$ cat src/hdl/pio_ctrl_pkg.sv
// constants for the parallel port control word decoder
package pio_ctrl_pkg;
	// ------------------------------------------------------------
	// control word identification
	// ------------------------------------------------------------
	localparam logic [7:0] vector_id_mask   = 8'h01;
	localparam logic [7:0] vector_id_code   = 8'h00;
	localparam logic [7:0] word_id_mask     = 8'h0f;
	localparam logic [7:0] mode_id_code     = 8'h0f;
	localparam logic [7:0] int_ctrl_id_code = 8'h07;
	localparam logic [7:0] int_en_id_code   = 8'h03;
	// ------------------------------------------------------------
	// field positions
	// ------------------------------------------------------------
	localparam int mode_hi_bit    = 7;
	localparam int mode_lo_bit    = 6;
	localparam int int_en_bit     = 7;
	localparam int logic_sel_bit  = 6;
	localparam int level_sel_bit  = 5;
	localparam int mask_follows_bit = 4;
	// ------------------------------------------------------------
	// modes and reset values
	// ------------------------------------------------------------
	localparam logic [1:0] mode_byte_out = 2'h0;
	localparam logic [1:0] mode_byte_in  = 2'h1;
	localparam logic [1:0] mode_byte_bid = 2'h2;
	localparam logic [1:0] mode_bit      = 2'h3;
	localparam logic [1:0] mode_reset    = 2'h1;
	localparam logic [7:0] vector_reset  = 8'h00;
	localparam logic [7:0] dir_reset     = 8'hff;
	localparam logic [7:0] mask_reset    = 8'hff;
	localparam logic [1:0] cond_reset    = 2'h0;
endpackage

$ cat src/hdl/pio_word_sequencer.sv
// tracks which follow-on control byte is expected next
`timescale 1ns/100ps
module pio_word_sequencer (
	input  wire logic       sys_clk_i,
	input  wire logic       rst_n_i,
	input  wire logic       wr_i,
	input  wire logic       set_dir_i,
	input  wire logic       set_mask_i,
	output logic            dir_next_o,
	output logic            mask_next_o
);
	typedef enum logic [1:0] {idle, want_dir, want_mask} seq_state_type;
	typedef struct packed {
		seq_state_type st;
	} seq_type;
	seq_type r;
	seq_type next_r;

	always_comb begin
		next_r = r;
		if (wr_i) begin
			case (r.st)
			want_dir: next_r.st = idle;
			want_mask: next_r.st = idle;
			idle: begin
				if (set_dir_i)
					next_r.st = want_dir;
				else if (set_mask_i)
					next_r.st = want_mask;
			end
			default: next_r.st = idle;
			endcase
		end
	end

	always_ff @(posedge sys_clk_i) begin
		if (!rst_n_i)
			r <= '{st: idle};
		else
			r <= next_r;
	end

	assign dir_next_o  = (r.st == want_dir);
	assign mask_next_o = (r.st == want_mask);
endmodule

$ cat src/hdl/pio_int_condition.sv
// evaluates the and/or condition over unmasked input lines
`timescale 1ns/100ps
module pio_int_condition (
	input  wire logic [7:0] lines_i,
	input  wire logic [7:0] mask_i,
	input  wire logic [7:0] dir_i,
	input  wire logic       all_sel_i,
	input  wire logic       high_sel_i,
	output logic            cond_o
);
	logic [7:0] act;
	logic [7:0] watch;
	logic [7:0] hit;
	genvar g;
	generate
		for (g = 0; g < 8; g++) begin : gen_line
			assign act[g]   = high_sel_i ? lines_i[g] : ~lines_i[g];
			assign watch[g] = ~mask_i[g] & dir_i[g];
			assign hit[g]   = watch[g] & act[g];
		end
	endgenerate
	assign cond_o = all_sel_i ? ((watch != 8'h00) && (hit == watch))
	                          : (hit != 8'h00);
endmodule

$ cat src/hdl/pio_port_control_word_decoder.sv
// per-port control word decoder with bit mode interrupt request
`timescale 1ns/100ps
module pio_port_control_word_decoder (
	input  wire logic       sys_clk_i,
	input  wire logic       rst_n_i,
	input  wire logic       ctrl_wr_i,
	input  wire logic [7:0] ctrl_data_i,
	input  wire logic [7:0] port_lines_i,
	input  wire logic       int_clear_i,
	output logic [7:0]      interrupt_vector_o,
	output logic [1:0]      port_operating_mode_o,
	output logic [7:0]      line_direction_o,
	output logic [1:0]      interrupt_condition_control_o,
	output logic [7:0]      interrupt_line_mask_o,
	output logic            int_enable_o,
	output logic            int_pending_o
);
	// ------------------------------------------------------------
	// state
	// ------------------------------------------------------------
	typedef struct packed {
		logic [7:0] vector;
		logic [1:0] mode;
		logic [7:0] dir;
		logic [1:0] cond;
		logic [7:0] mask;
		logic       int_en;
		logic       pending;
		logic       cond_prev;
	} regs_type;
	regs_type r;
	regs_type next_r;

	logic dir_next;
	logic mask_next;
	logic is_vector;
	logic is_mode;
	logic is_int_ctrl;
	logic is_int_en;
	logic expect_follow;
	logic set_dir;
	logic set_mask;
	logic cond_now;
	logic cond_rise;
	logic       in_bit_mode;
	logic       pending_set;
	logic       pending_clear;
	logic [1:0] mode_field;
	logic [1:0] cond_field;
	logic       int_en_field;
	logic       mask_follows_field;
	logic       vector_we;
	logic       mode_we;
	logic       dir_we;
	logic       cond_we;
	logic       mask_we;
	logic       int_en_we;

	// ------------------------------------------------------------
	// word kinds
	// ------------------------------------------------------------
	typedef enum logic [2:0] {
		kind_none,
		kind_dir,
		kind_mask,
		kind_mode,
		kind_int_ctrl,
		kind_int_en,
		kind_vector
	} word_kind_type;
	word_kind_type word_kind;

	// ------------------------------------------------------------
	// decode
	// ------------------------------------------------------------
	assign expect_follow = dir_next | mask_next;
	assign is_vector = ~expect_follow &&
		((ctrl_data_i & pio_ctrl_pkg::vector_id_mask) ==
		 pio_ctrl_pkg::vector_id_code);
	assign is_mode = ~expect_follow &&
		((ctrl_data_i & pio_ctrl_pkg::word_id_mask) ==
		 pio_ctrl_pkg::mode_id_code);
	assign is_int_ctrl = ~expect_follow &&
		((ctrl_data_i & pio_ctrl_pkg::word_id_mask) ==
		 pio_ctrl_pkg::int_ctrl_id_code);
	assign is_int_en = ~expect_follow &&
		((ctrl_data_i & pio_ctrl_pkg::word_id_mask) ==
		 pio_ctrl_pkg::int_en_id_code);
	assign set_dir = is_mode &&
		(ctrl_data_i[pio_ctrl_pkg::mode_hi_bit:pio_ctrl_pkg::mode_lo_bit]
		 == pio_ctrl_pkg::mode_bit);
	assign set_mask = is_int_ctrl &&
		ctrl_data_i[pio_ctrl_pkg::mask_follows_bit];

	// ------------------------------------------------------------
	// fields of the written byte
	// ------------------------------------------------------------
	assign mode_field = ctrl_data_i[pio_ctrl_pkg::mode_hi_bit:
		pio_ctrl_pkg::mode_lo_bit];
	assign cond_field = {ctrl_data_i[pio_ctrl_pkg::logic_sel_bit],
		ctrl_data_i[pio_ctrl_pkg::level_sel_bit]};
	assign int_en_field = ctrl_data_i[pio_ctrl_pkg::int_en_bit];
	assign mask_follows_field =
		ctrl_data_i[pio_ctrl_pkg::mask_follows_bit];

	// ------------------------------------------------------------
	// word kind, a follow-on byte before any command code
	// ------------------------------------------------------------
	assign word_kind = !ctrl_wr_i  ? kind_none     :
	                   dir_next    ? kind_dir      :
	                   mask_next   ? kind_mask     :
	                   is_mode     ? kind_mode     :
	                   is_int_ctrl ? kind_int_ctrl :
	                   is_int_en   ? kind_int_en   :
	                   is_vector   ? kind_vector   :
	                                 kind_none;

	// ------------------------------------------------------------
	// per register write enables
	// ------------------------------------------------------------
	assign vector_we = (word_kind == kind_vector);
	assign mode_we   = (word_kind == kind_mode);
	assign dir_we    = (word_kind == kind_dir);
	assign cond_we   = (word_kind == kind_int_ctrl);
	assign mask_we   = (word_kind == kind_mask);
	assign int_en_we = (word_kind == kind_int_ctrl) ||
		(word_kind == kind_int_en);

	// ------------------------------------------------------------
	// follow-on tracking and interrupt condition
	// ------------------------------------------------------------
	pio_word_sequencer i_pio_word_sequencer (
		.sys_clk_i   (sys_clk_i),
		.rst_n_i     (rst_n_i),
		.wr_i        (ctrl_wr_i),
		.set_dir_i   (set_dir),
		.set_mask_i  (set_mask),
		.dir_next_o  (dir_next),
		.mask_next_o (mask_next)
	);

	pio_int_condition i_pio_int_condition (
		.lines_i    (port_lines_i),
		.mask_i     (r.mask),
		.dir_i      (r.dir),
		.all_sel_i  (r.cond[1]),
		.high_sel_i (r.cond[0]),
		.cond_o     (cond_now)
	);

	// ------------------------------------------------------------
	// next state
	// ------------------------------------------------------------
	assign in_bit_mode = (r.mode == pio_ctrl_pkg::mode_bit);
	assign cond_rise   = cond_now && !r.cond_prev && in_bit_mode;

	// ------------------------------------------------------------
	// pending request
	// ------------------------------------------------------------
	assign pending_clear = int_clear_i ||
		(cond_we && mask_follows_field);
	assign pending_set = cond_rise && r.int_en;

	// ------------------------------------------------------------
	// register updates
	// ------------------------------------------------------------
	always_comb begin
		next_r           = r;
		next_r.cond_prev = cond_now;
		if (vector_we) begin
			next_r.vector = ctrl_data_i;
		end
		if (mode_we) begin
			next_r.mode = mode_field;
		end
		if (dir_we) begin
			next_r.dir = ctrl_data_i;
		end
		if (cond_we) begin
			next_r.cond = cond_field;
		end
		if (mask_we) begin
			next_r.mask = ctrl_data_i;
		end
		if (int_en_we) begin
			next_r.int_en = int_en_field;
		end
		if (pending_clear) begin
			next_r.pending = 1'b0;
		end
		// set wins over clear
		if (pending_set) begin
			next_r.pending = 1'b1;
		end
	end

	always_ff @(posedge sys_clk_i) begin
		if (!rst_n_i) begin
			r.vector    <= pio_ctrl_pkg::vector_reset;
			r.mode      <= pio_ctrl_pkg::mode_reset;
			r.dir       <= pio_ctrl_pkg::dir_reset;
			r.cond      <= pio_ctrl_pkg::cond_reset;
			r.mask      <= pio_ctrl_pkg::mask_reset;
			r.int_en    <= 1'b0;
			r.pending   <= 1'b0;
			r.cond_prev <= 1'b0;
		end else
			r <= next_r;
	end

	// ------------------------------------------------------------
	// outputs
	// ------------------------------------------------------------
	assign interrupt_vector_o            = r.vector;
	assign port_operating_mode_o         = r.mode;
	assign line_direction_o              = r.dir;
	assign interrupt_condition_control_o = r.cond;
	assign interrupt_line_mask_o         = r.mask;
	assign int_enable_o                  = r.int_en;
	assign int_pending_o                 = r.pending;
endmodule

$ cat config.mk
export PLATFORM = sky130hd
export DESIGN_NAME = pio_port_control_word_decoder
export DESIGN_NICKNAME = d
export VERILOG_FILES = /design/src/hdl/pio_ctrl_pkg.sv /design/src/hdl/pio_word_sequencer.sv /design/src/hdl/pio_int_condition.sv /design/src/hdl/pio_port_control_word_decoder.sv
export SDC_FILE = /design/constraint.sdc
export NUM_CORES = 1
export LEC_CHECK = 0
export CAP_MARGIN = 5
export CORE_ASPECT_RATIO = 1.2
export CORE_MARGIN = 4
export CORE_UTILIZATION = 62
export DETAILED_ROUTE_END_ITERATION = 7
export DONT_BUFFER_PORTS = 1
export GPL_ROUTABILITY_DRIVEN = 0
export PLACE_DENSITY = 0.9
export REMOVE_ABC_BUFFERS = 1
export SYNTH_ARGS = -nofsm -noshare
export SYNTH_HDL_FRONTEND = slang
export SYNTH_SLANG_ARGS = --single-unit
$ cat constraint.sdc
create_clock -name sys_clk_i -period 2.3 [get_ports sys_clk_i]
set_clock_uncertainty 0.05 [all_clocks]
set_input_delay 0.345 -clock sys_clk_i [delete_from_list [all_inputs] [get_ports sys_clk_i]]
set_output_delay 0.345 -clock sys_clk_i [all_outputs]
set_load 0.01 [all_outputs]
* After elaboration in Yosys (flattened, before gate mapping)
Index checks and enable logic that the tools add are counted.
** Operators by class
- Eq/ne operators :: 15
- Multiplexer cells :: 21
- Bitwise gates (word level) :: 34
- Reductions and logical operators :: 20
** Operators with widths (number)
- 2-to-1 mux 3 bit :: 7
- NOT 1 bit :: 17
- AND 1 bit :: 16
- nonzero test 8 bit :: 2
- logical AND 1 bit :: 11
- 2-to-1 mux 1 bit :: 11
- == test 3 bit (second input constant) :: 3
- == test 8 bit :: 1
- zero test 8 bit :: 1
- == test 2 bit (second input constant) :: 3
- == test 3 x 2 -> 1 bit (second input constant) :: 2
- 2-to-1 mux 2 bit :: 3
- == test 4 x 2 -> 1 bit (second input constant) :: 1
- == test 4 x 3 -> 1 bit (second input constant) :: 1
- == test 4 bit (second input constant) :: 1
- == test 3 x 1 -> 1 bit (second input constant) :: 1
- inequality test 3 x 1 -> 1 bit (second input constant) :: 1
- == test 2 x 1 -> 1 bit (second input constant) :: 1
- zero test 2 bit :: 1
- logical OR 1 bit :: 2
- AND reduction 2 bit :: 1
- nonzero test 2 bit :: 1
- zero test 1 bit :: 1
- OR 1 bit :: 1
** Word-level totals
- Register bits after elaboration :: 33
- Output and inout bits :: 30

* Depth between registers and ports, before layout
Gate-level depths: netlist of run 1.
- Depth in word-level cells :: 16
- Gate-level depth with buffers :: 8
- Depth with buffers taken out :: 7

* Hierarchy
Synthesis of run 1 repeated with hierarchy kept, for this count alone.
** Second synthesis, totals
- Cells, all modules :: 224
- Area, all modules :: 1828.0 um^2
** Modules (own cells, without submodules)
- pio_port_control_word_decoder :: instances 1, cells each 174, area an instance 1432.6 um^2, seq. area each 620.6 um^2
- pio_int_condition :: instances 1, cells each 39, area an instance 285.3 um^2, seq. area each 0.0 um^2
- pio_word_sequencer :: instances 1, cells each 11, area an instance 110.1 um^2, seq. area each 40.0 um^2

* Least setup slack after synthesis of run 1
No wires, ideal clock.
- Path kind :: register to register
- Start point :: register i_pio_word_sequencer.r[0] in the netlist's numbering
- End point :: register r, in the netlist line_direction_o[0]
- Data arrival time :: 1959 ps
- Required time :: 2121 ps
- Path slack :: 162 ps
- Cell stages (with the launch flop) :: 8
- Buffers on the path :: 0
- Path through :: dfxtp_1 inv_1 ha_1 and3b_1 a31oi_1 o2111ai_2 mux2i_1 nand2_1
** Between the ends
- Longest elaborated chain between the ends :: 12
** Ends and longest elaborated chain
- from (decl) :: line pio_word_sequencer.sv:16 : seq_type r;
- from (signal assigned) :: line pio_word_sequencer.sv:38 : r <= '{st: idle};
- from (signal assigned) :: line pio_word_sequencer.sv:40 : r <= next_r;
- == test 2 x 1 -> 1 bit / == test 2 bit (equally long branches) :: line pio_word_sequencer.sv:43, pio_word_sequencer.sv:44
- OR 1 bit :: line pio_port_control_word_decoder.sv:76 : assign expect_follow = dir_next | mask_next;
- NOT 1 bit
- logical AND 1 bit :: line pio_port_control_word_decoder.sv:77 : assign is_vector = ~expect_follow &&
- 2-to-1 mux 3 bit :: line pio_port_control_word_decoder.sv:115 : is_vector ? kind_vector :
- 2-to-1 mux 3 bit :: line pio_port_control_word_decoder.sv:114 : is_int_en ? kind_int_en :
- 2-to-1 mux 3 bit :: line pio_port_control_word_decoder.sv:113 : is_int_ctrl ? kind_int_ctrl :
- 2-to-1 mux 3 bit :: line pio_port_control_word_decoder.sv:112 : is_mode ? kind_mode :
- 2-to-1 mux 3 bit :: line pio_port_control_word_decoder.sv:111 : mask_next ? kind_mask :
- 2-to-1 mux 3 bit * :: line pio_port_control_word_decoder.sv:110 : dir_next ? kind_dir :
- 2-to-1 mux 3 bit * :: line pio_port_control_word_decoder.sv:109 : assign word_kind = !ctrl_wr_i ? kind_none :
- == test 3 x 1 -> 1 bit * :: line pio_port_control_word_decoder.sv:123 : assign dir_we = (word_kind == kind_dir);
- to (signal assigned) :: line pio_port_control_word_decoder.sv:208 : r <= next_r;
- to (decl) :: line pio_port_control_word_decoder.sv:31 : regs_type r;
Mark *: on every way between the ends. The rest lies on a longest branch, timed or not.
A chain may end at the register's enable or synchronous reset.

* Final worst setup path of run 1
- Start point :: register i_pio_word_sequencer.r[1] in the netlist's numbering
- End point :: register r, in the netlist interrupt_line_mask_o[6]
** Between the ends
- Longest elaborated chain between the ends :: 12
** Ends and longest elaborated chain
- == test 2 x 1 -> 1 bit / == test 2 bit (equally long branches) :: line pio_word_sequencer.sv:43, pio_word_sequencer.sv:44
- OR 1 bit :: line pio_port_control_word_decoder.sv:76
- NOT 1 bit
- logical AND 1 bit :: line pio_port_control_word_decoder.sv:77
- 2-to-1 mux 3 bit :: line pio_port_control_word_decoder.sv:115
- 2-to-1 mux 3 bit :: line pio_port_control_word_decoder.sv:114
- 2-to-1 mux 3 bit :: line pio_port_control_word_decoder.sv:113
- 2-to-1 mux 3 bit :: line pio_port_control_word_decoder.sv:112
- 2-to-1 mux 3 bit :: line pio_port_control_word_decoder.sv:111
- 2-to-1 mux 3 bit * :: line pio_port_control_word_decoder.sv:110
- 2-to-1 mux 3 bit * :: line pio_port_control_word_decoder.sv:109
- == test 3 x 2 -> 1 bit * :: line pio_port_control_word_decoder.sv:125 : assign mask_we = (word_kind == kind_mask);
Marked as above.

==> results of run 1 <==
[worst paths after layout]
kind,start,endpoint,cells after the start
worst max-delay path,i_pio_word_sequencer.r[1],interrupt_line_mask_o[6],8
worst max register to register,i_pio_word_sequencer.r[1],interrupt_line_mask_o[6],8
worst min-delay path,rst_n_i,line_direction_o[1],1
worst min register to register,interrupt_vector_o[0],interrupt_vector_o[0],2
[power by group through the flow]
| stage | sequential, mW | clock (mW) | combinational (mW) |
|---|---|---|---|
| finish | 0.610 | 0.303 | 0.133 |
| global route | 0.613 | 0.340 | 0.148 |
| CTS | 0.611 | 0.317 | 0.128 |
| detailed placement | 0.624 | 0 | 0.127 |
| global placement | 0.624 | 0 | 0.125 |
| floorplan | 0.621 | 0 | 0.0958 |
[cells in the mapped netlist (5+ instances only)]
| cell | instances | area share, % |
|---|---|---|
| a21oi_1 | 5 | 1.3 |
| buf_4 | 29 | 11 |
| dfxtp_1 | 33 | 34 |
| inv_1 | 6 | 1.2 |
| mux2i_1 | 20 | 10 |
| nand2_1 | 33 | 6.4 |
| nand2b_1 | 14 | 4.5 |
| nand3_1 | 10 | 2.6 |
| nor2b_1 | 8 | 2.6 |
| o21ai_0 | 8 | 2.1 |
| xor2_1 | 8 | 3.6 |
[metrics by stage]
step / setup TNS [ns] / worst slack, ns
after floorplan: -5.01 / -0.644
after global placement: 0 / 0.126
after detailed placement: 0 / 0.0780
after CTS: 0 / 0.0382
after global routing: -0.0125 / -0.0125
final: 0 / 0.118
[layer usage]
metal	GRT usage [%]	vias to the layer above	part of all wire [%]
li1	-	692	-
met4	8.31	0	1.5
met1	26.3	626	41
met2	30.8	47	48
met5	0	-	0
met3	9.87	7	10
[registers in the layout, summed over array words and instances, names as in the netlist, 2 cells and up]
name	cells
line_direction_o	8
interrupt_line_mask_o	8
interrupt_condition_control_o	2
port_operating_mode_o	2
interrupt_vector_o	8
i_pio_word_sequencer.r	2
[logic make-up (layout without fill, tap and decap cells)]
family          Yosys count  after routing  share of synthesized area (%)
mux                      20             20                           10.3
fa+ha+maj                 3              3                           1.93
simple gates             84             84                           23.1
compound gates           29             29                           11.3
xor+xnor                  9              9                           4.06
flops                    33             33                           34.0
buf+inv                  44             23                           15.2
[area by class of cell]
type	instances	area (um2)
clock buffers	6	41.3
clock inverters	2	10.0
fillers	277	1160
inverters	6	22.5
multi-input cells	145	1000
flip-flops and latches	33	661
well taps	36	45.0
repair buffers	9	82.6
[repair_timing]
item | 4_1_cts | 5_1_grt
endpoints found under the hold margin | 0 | 3
hold buffers | 0 | 1
setup endpoints to repair | 0 | 24
resized for setup | 0 | 3
==> impl_metrics.json, run 1 <==
{
  "track_usage_pct": 21.0,
  "status": "finished clean",
  "wl_mm": 4.06,
  "final_antenna_net_count": 0,
  "die_x_um": 59.1,
  "end_kind": "flop",
  "worst_slew_pin_slew_ns": 0.549,
  "fin_cells": 237,
  "vias_per_cell": 5.79,
  "finalCriticalPeriod_ns": 2.18,
  "power_frac_seq_pct": 58.3,
  "drtIter0Drc": 56,
  "ys_seq_area_share_pct": 34.0,
  "critPathTopFamily": "compound AO/OA/AOI/OAI gates",
  "synthDistinctLibCells": 42,
  "finalHoldViolations": 0,
  "switchingPower_uw": 276,
  "total_leakage_power_nw": 0.764,
  "syn_area_um2": 1940,
  "cp.arrival_ns": 2.35,
  "die_h_um": 69.3,
  "hold-worst-slack_ns": 0.0343,
  "p_per_area_nw_per_um2": 561,
  "drive_gt1_share_pct": 13.4,
  "dieArea_um2": 4090,
  "async_flop_share_pct": 0,
  "grt_overflow_total": 0,
  "clock_path_buffers": 2,
  "rrSetupSlack_ns": 0.12,
  "cp.required_ns": 2.47,
  "grt_antenna_before_repair": 0,
  "critPathLaunchType": "flop",
  "num-nets-final": 223,
  "maxCapViolCount": 0,
  "final_max_slew_viol_count": 0,
  "numCtsBuffers": 5,
  "yosys_warnings": 0,
  "synth_edf_count": 0,
  "io_buffer_count": 0,
  "intPower_uw": 770,
  "hp-class": "input port to flop",
  "clock-sinks": 33,
  "relSlewSlack_pct": 62.5,
  "min_period_over_period_pct": 94.9,
  "cts_tree": "yes",
  "fin_util_pct": 61.5,
  "grt_pass1_vias": 1341,
  "clockRootBuffer": "clkbuf_4",
  "combPwrFrac_pct": 12.7,
  "path_clk_slew_ns": 0.10,
  "fmax_ghz": 0.458,
  "core-area_um2": 3030,
  "num_antenna_cells": 0,
  "cp_slowest_cell": "a2111oi_0",
  "syn_area_per_cell_um2": 8.74,
  "final_area_um2": 1860,
  "worst-path-buf-inv": 2,
  "path_max_fanout": 6,
  "dr.pass1.iters": 4,
  "dp.cells": 228,
  "cts_setup_buffers": 0,
  "io_pins": 50,
  "initial_core_util_pct": 64.1,
  "power_frac_clock_pct": 29.0,
  "dpl_cell_area_um2": 1790,
  "slowest_delay_ns": 0.54,
  "num_vias": 1372,
  "drt-wirelength-per-cell_um": 17.1,
  "netlist_instances": 222,
  "clock_latency_ns": 0.33,
  "grt_pass1_wl_mm": 6.67,
  "p_sw_share_pct": 26.4,
  "synth_seq_cells": 33,
  "syn2layout_area_growth_pct": -4.00,
  "vdd_drop_max_uv": 361,
  "htree_levels": 2,
  "final_cell_mix": "nand2_1, dfxtp_1, mux2i_1",
  "grt_max_degree": 44,
  "dp_hpwl_mm": 2.97,
  "drc_errors": 0,
  "yosys_most_used_dff": "dfxtp_1",
  "power.total_mw": 1.05,
  "crit_type": "flop to flop",
  "setup_violations": 0,
  "cp_cell_sequence": "inv_1, ha_1, nand2b_4, a2111oi_0, nor4_2, buf_4, nor3b_1, a21oi_1",
  "rows": 22
}
(Power assumes the default switching activity.)
==> inputs of run 2 (changes only) <==
- clock period: 2.3 -> 2.1 ns (I/O delays scaled with it)
==> run 2 against run 1 <==
Hold slack improved by 0.014 ns. Count of clock-buffer cells in the layout rose by 1. Critical path depth did not move.
==> impl_metrics.json, run 2 (synthesis gave the netlist of run 1 again) <==
{
  "rows": 22,
  "htree_levels": 2,
  "maxCapViolCount": 0,
  "worst_slew_pin_slew_ns": 0.571,
  "grt_antenna_before_repair": 0,
  "fin_ws_ns": 0.0394,
  "final_max_slew_viol_count": 0,
  "final_cell_mix": "nand2_1, dfxtp_1, mux2i_1",
  "fmax_ghz": 0.485,
  "power.total_mw": 1.34,
  "cp.arrival_ns": 2.21,
  "total_leakage_power_nw": 0.838,
  "finalCriticalPeriod_ns": 2.06,
  "die_h_um": 69.3,
  "drive_gt1_share_pct": 19.9,
  "hold-worst-slack_ns": 0.0482,
  "dr.pass1.iters": 5,
  "grt_max_degree": 30,
  "grt_pass1_vias": 1466,
  "core-area_um2": 3030,
  "mostFrequentLayoutCell": "nand2_1",
  "vias_per_cell": 5.89,
  "clockRootBuffer": "clkbuf_4",
  "critPathLaunchType": "flop",
  "wl_mm": 4.59,
  "fin_cells": 247,
  "grt_overflow_total": 0,
  "vdd_drop_max_uv": 543,
  "status": "finished clean",
  "drtIter0Drc": 61,
  "die_x_um": 59.1,
  "io_buffer_count": 0,
  "syn2layout_area_growth_pct": 5.16,
  "end_kind": "flop",
  "drt-wirelength-per-cell_um": 18.6,
  "setup_tns_ns": 0,
  "track_usage_pct": 23.0,
  "pre_cts_ws_ns": -0.0958,
  "dp.cells": 234,
  "path_clk_slew_ns": 0.10,
  "drc_errors": 0,
  "clock_path_buffers": 2,
  "hp-start": "rst_n_i",
  "r2r_start": "i_pio_word_sequencer.r[0]",
  "num_antenna_cells": 0,
  "startpoint": "i_pio_word_sequencer.r[0]",
  "setup_violations": 0,
  "io_pins": 50,
  "p_per_area_nw_per_um2": 656,
  "cp.required_ns": 2.25,
  "path_max_fanout": 6,
  "rsz0062_at_grt": "true",
  "clock_latency_ns": 0.34,
  "num_vias": 1455,
  "numCtsBuffers": 5,
  "crit_type": "flop to flop",
  "finalHoldViolations": 0,
  "final_antenna_net_count": 0,
  "dieArea_um2": 4090,
  "dp_hpwl_mm": 3.18,
  "min_period_over_period_pct": 98.1,
  "hp-class": "input port to flop",
  "initial_core_util_pct": 64.1,
  "clock-sinks": 33,
  "relSlewSlack_pct": 61.8,
  "num-nets-final": 233,
  "grt_pass1_wl_mm": 7.20,
  "cts_tree": "yes"
}
[run 2: stage by stage]
stage          area [um2]  utilization, %
6_report             2040            67.4
5_1_grt              2040            67.4
4_1_cts              1980            65.4
3_5_place_dp         1820            60.2
3_3_place_gp         1820            60.2
2_1_floorplan        1670               -
[run 2: critical path: stages (launching register included)]
cell	delay, ns
dfxtp_2	0.34
buf_6	0.12
ha_4	0.14
nand2b_4	0.14
a2111o_1	0.53
o2111ai_2	0.17
buf_6	0.18
mux2i_1	0.18
nand2_1	0.07
[run 2: layout make-up]
cell class,instances,area [um2]
fill,247,987
sequential,33,663
tap,36,45.0
clock buffer,7,55.1
timing repair buffer,19,166
clock inverter,1,30.0
multi-input combinational,145,1060
inverter,6,22.5
[run 2: repair_timing]
item                       4_1_cts  5_1_grt
pin swaps                        4        4
setup endpoints to repair       26       27
resized for setup                8       13
setup buffers                    1        2
hold endpoints to repair        16        0
hold buffers                     2        0
[run 2: worst paths after layout]
check | depth (start not counted) | end | slack, ns
hold / removal | 2 | interrupt_vector_o[0] | 0.05
setup reg to reg | 8 | line_direction_o[7] | 0.04
hold reg to reg | 2 | interrupt_vector_o[0] | 0.43
setup / recovery | 8 | line_direction_o[7] | 0.04
[run 2: power breakdown]
part           switching, mW  internal (mW)  total, mW
registers             0.0237          0.645      0.668
clock network          0.213          0.284      0.497
logic                 0.0907         0.0819      0.173
[run 2: metal layers]
metal / GRT usage, % / share of wire [%] / vias up
li1: - / - / 708
met1: 24.5 / 36 / 667
met2: 38.8 / 52 / 70
met3: 9.31 / 10 / 10
met4: 9.82 / 2.0 / 0
met5: 0 / 0 / -
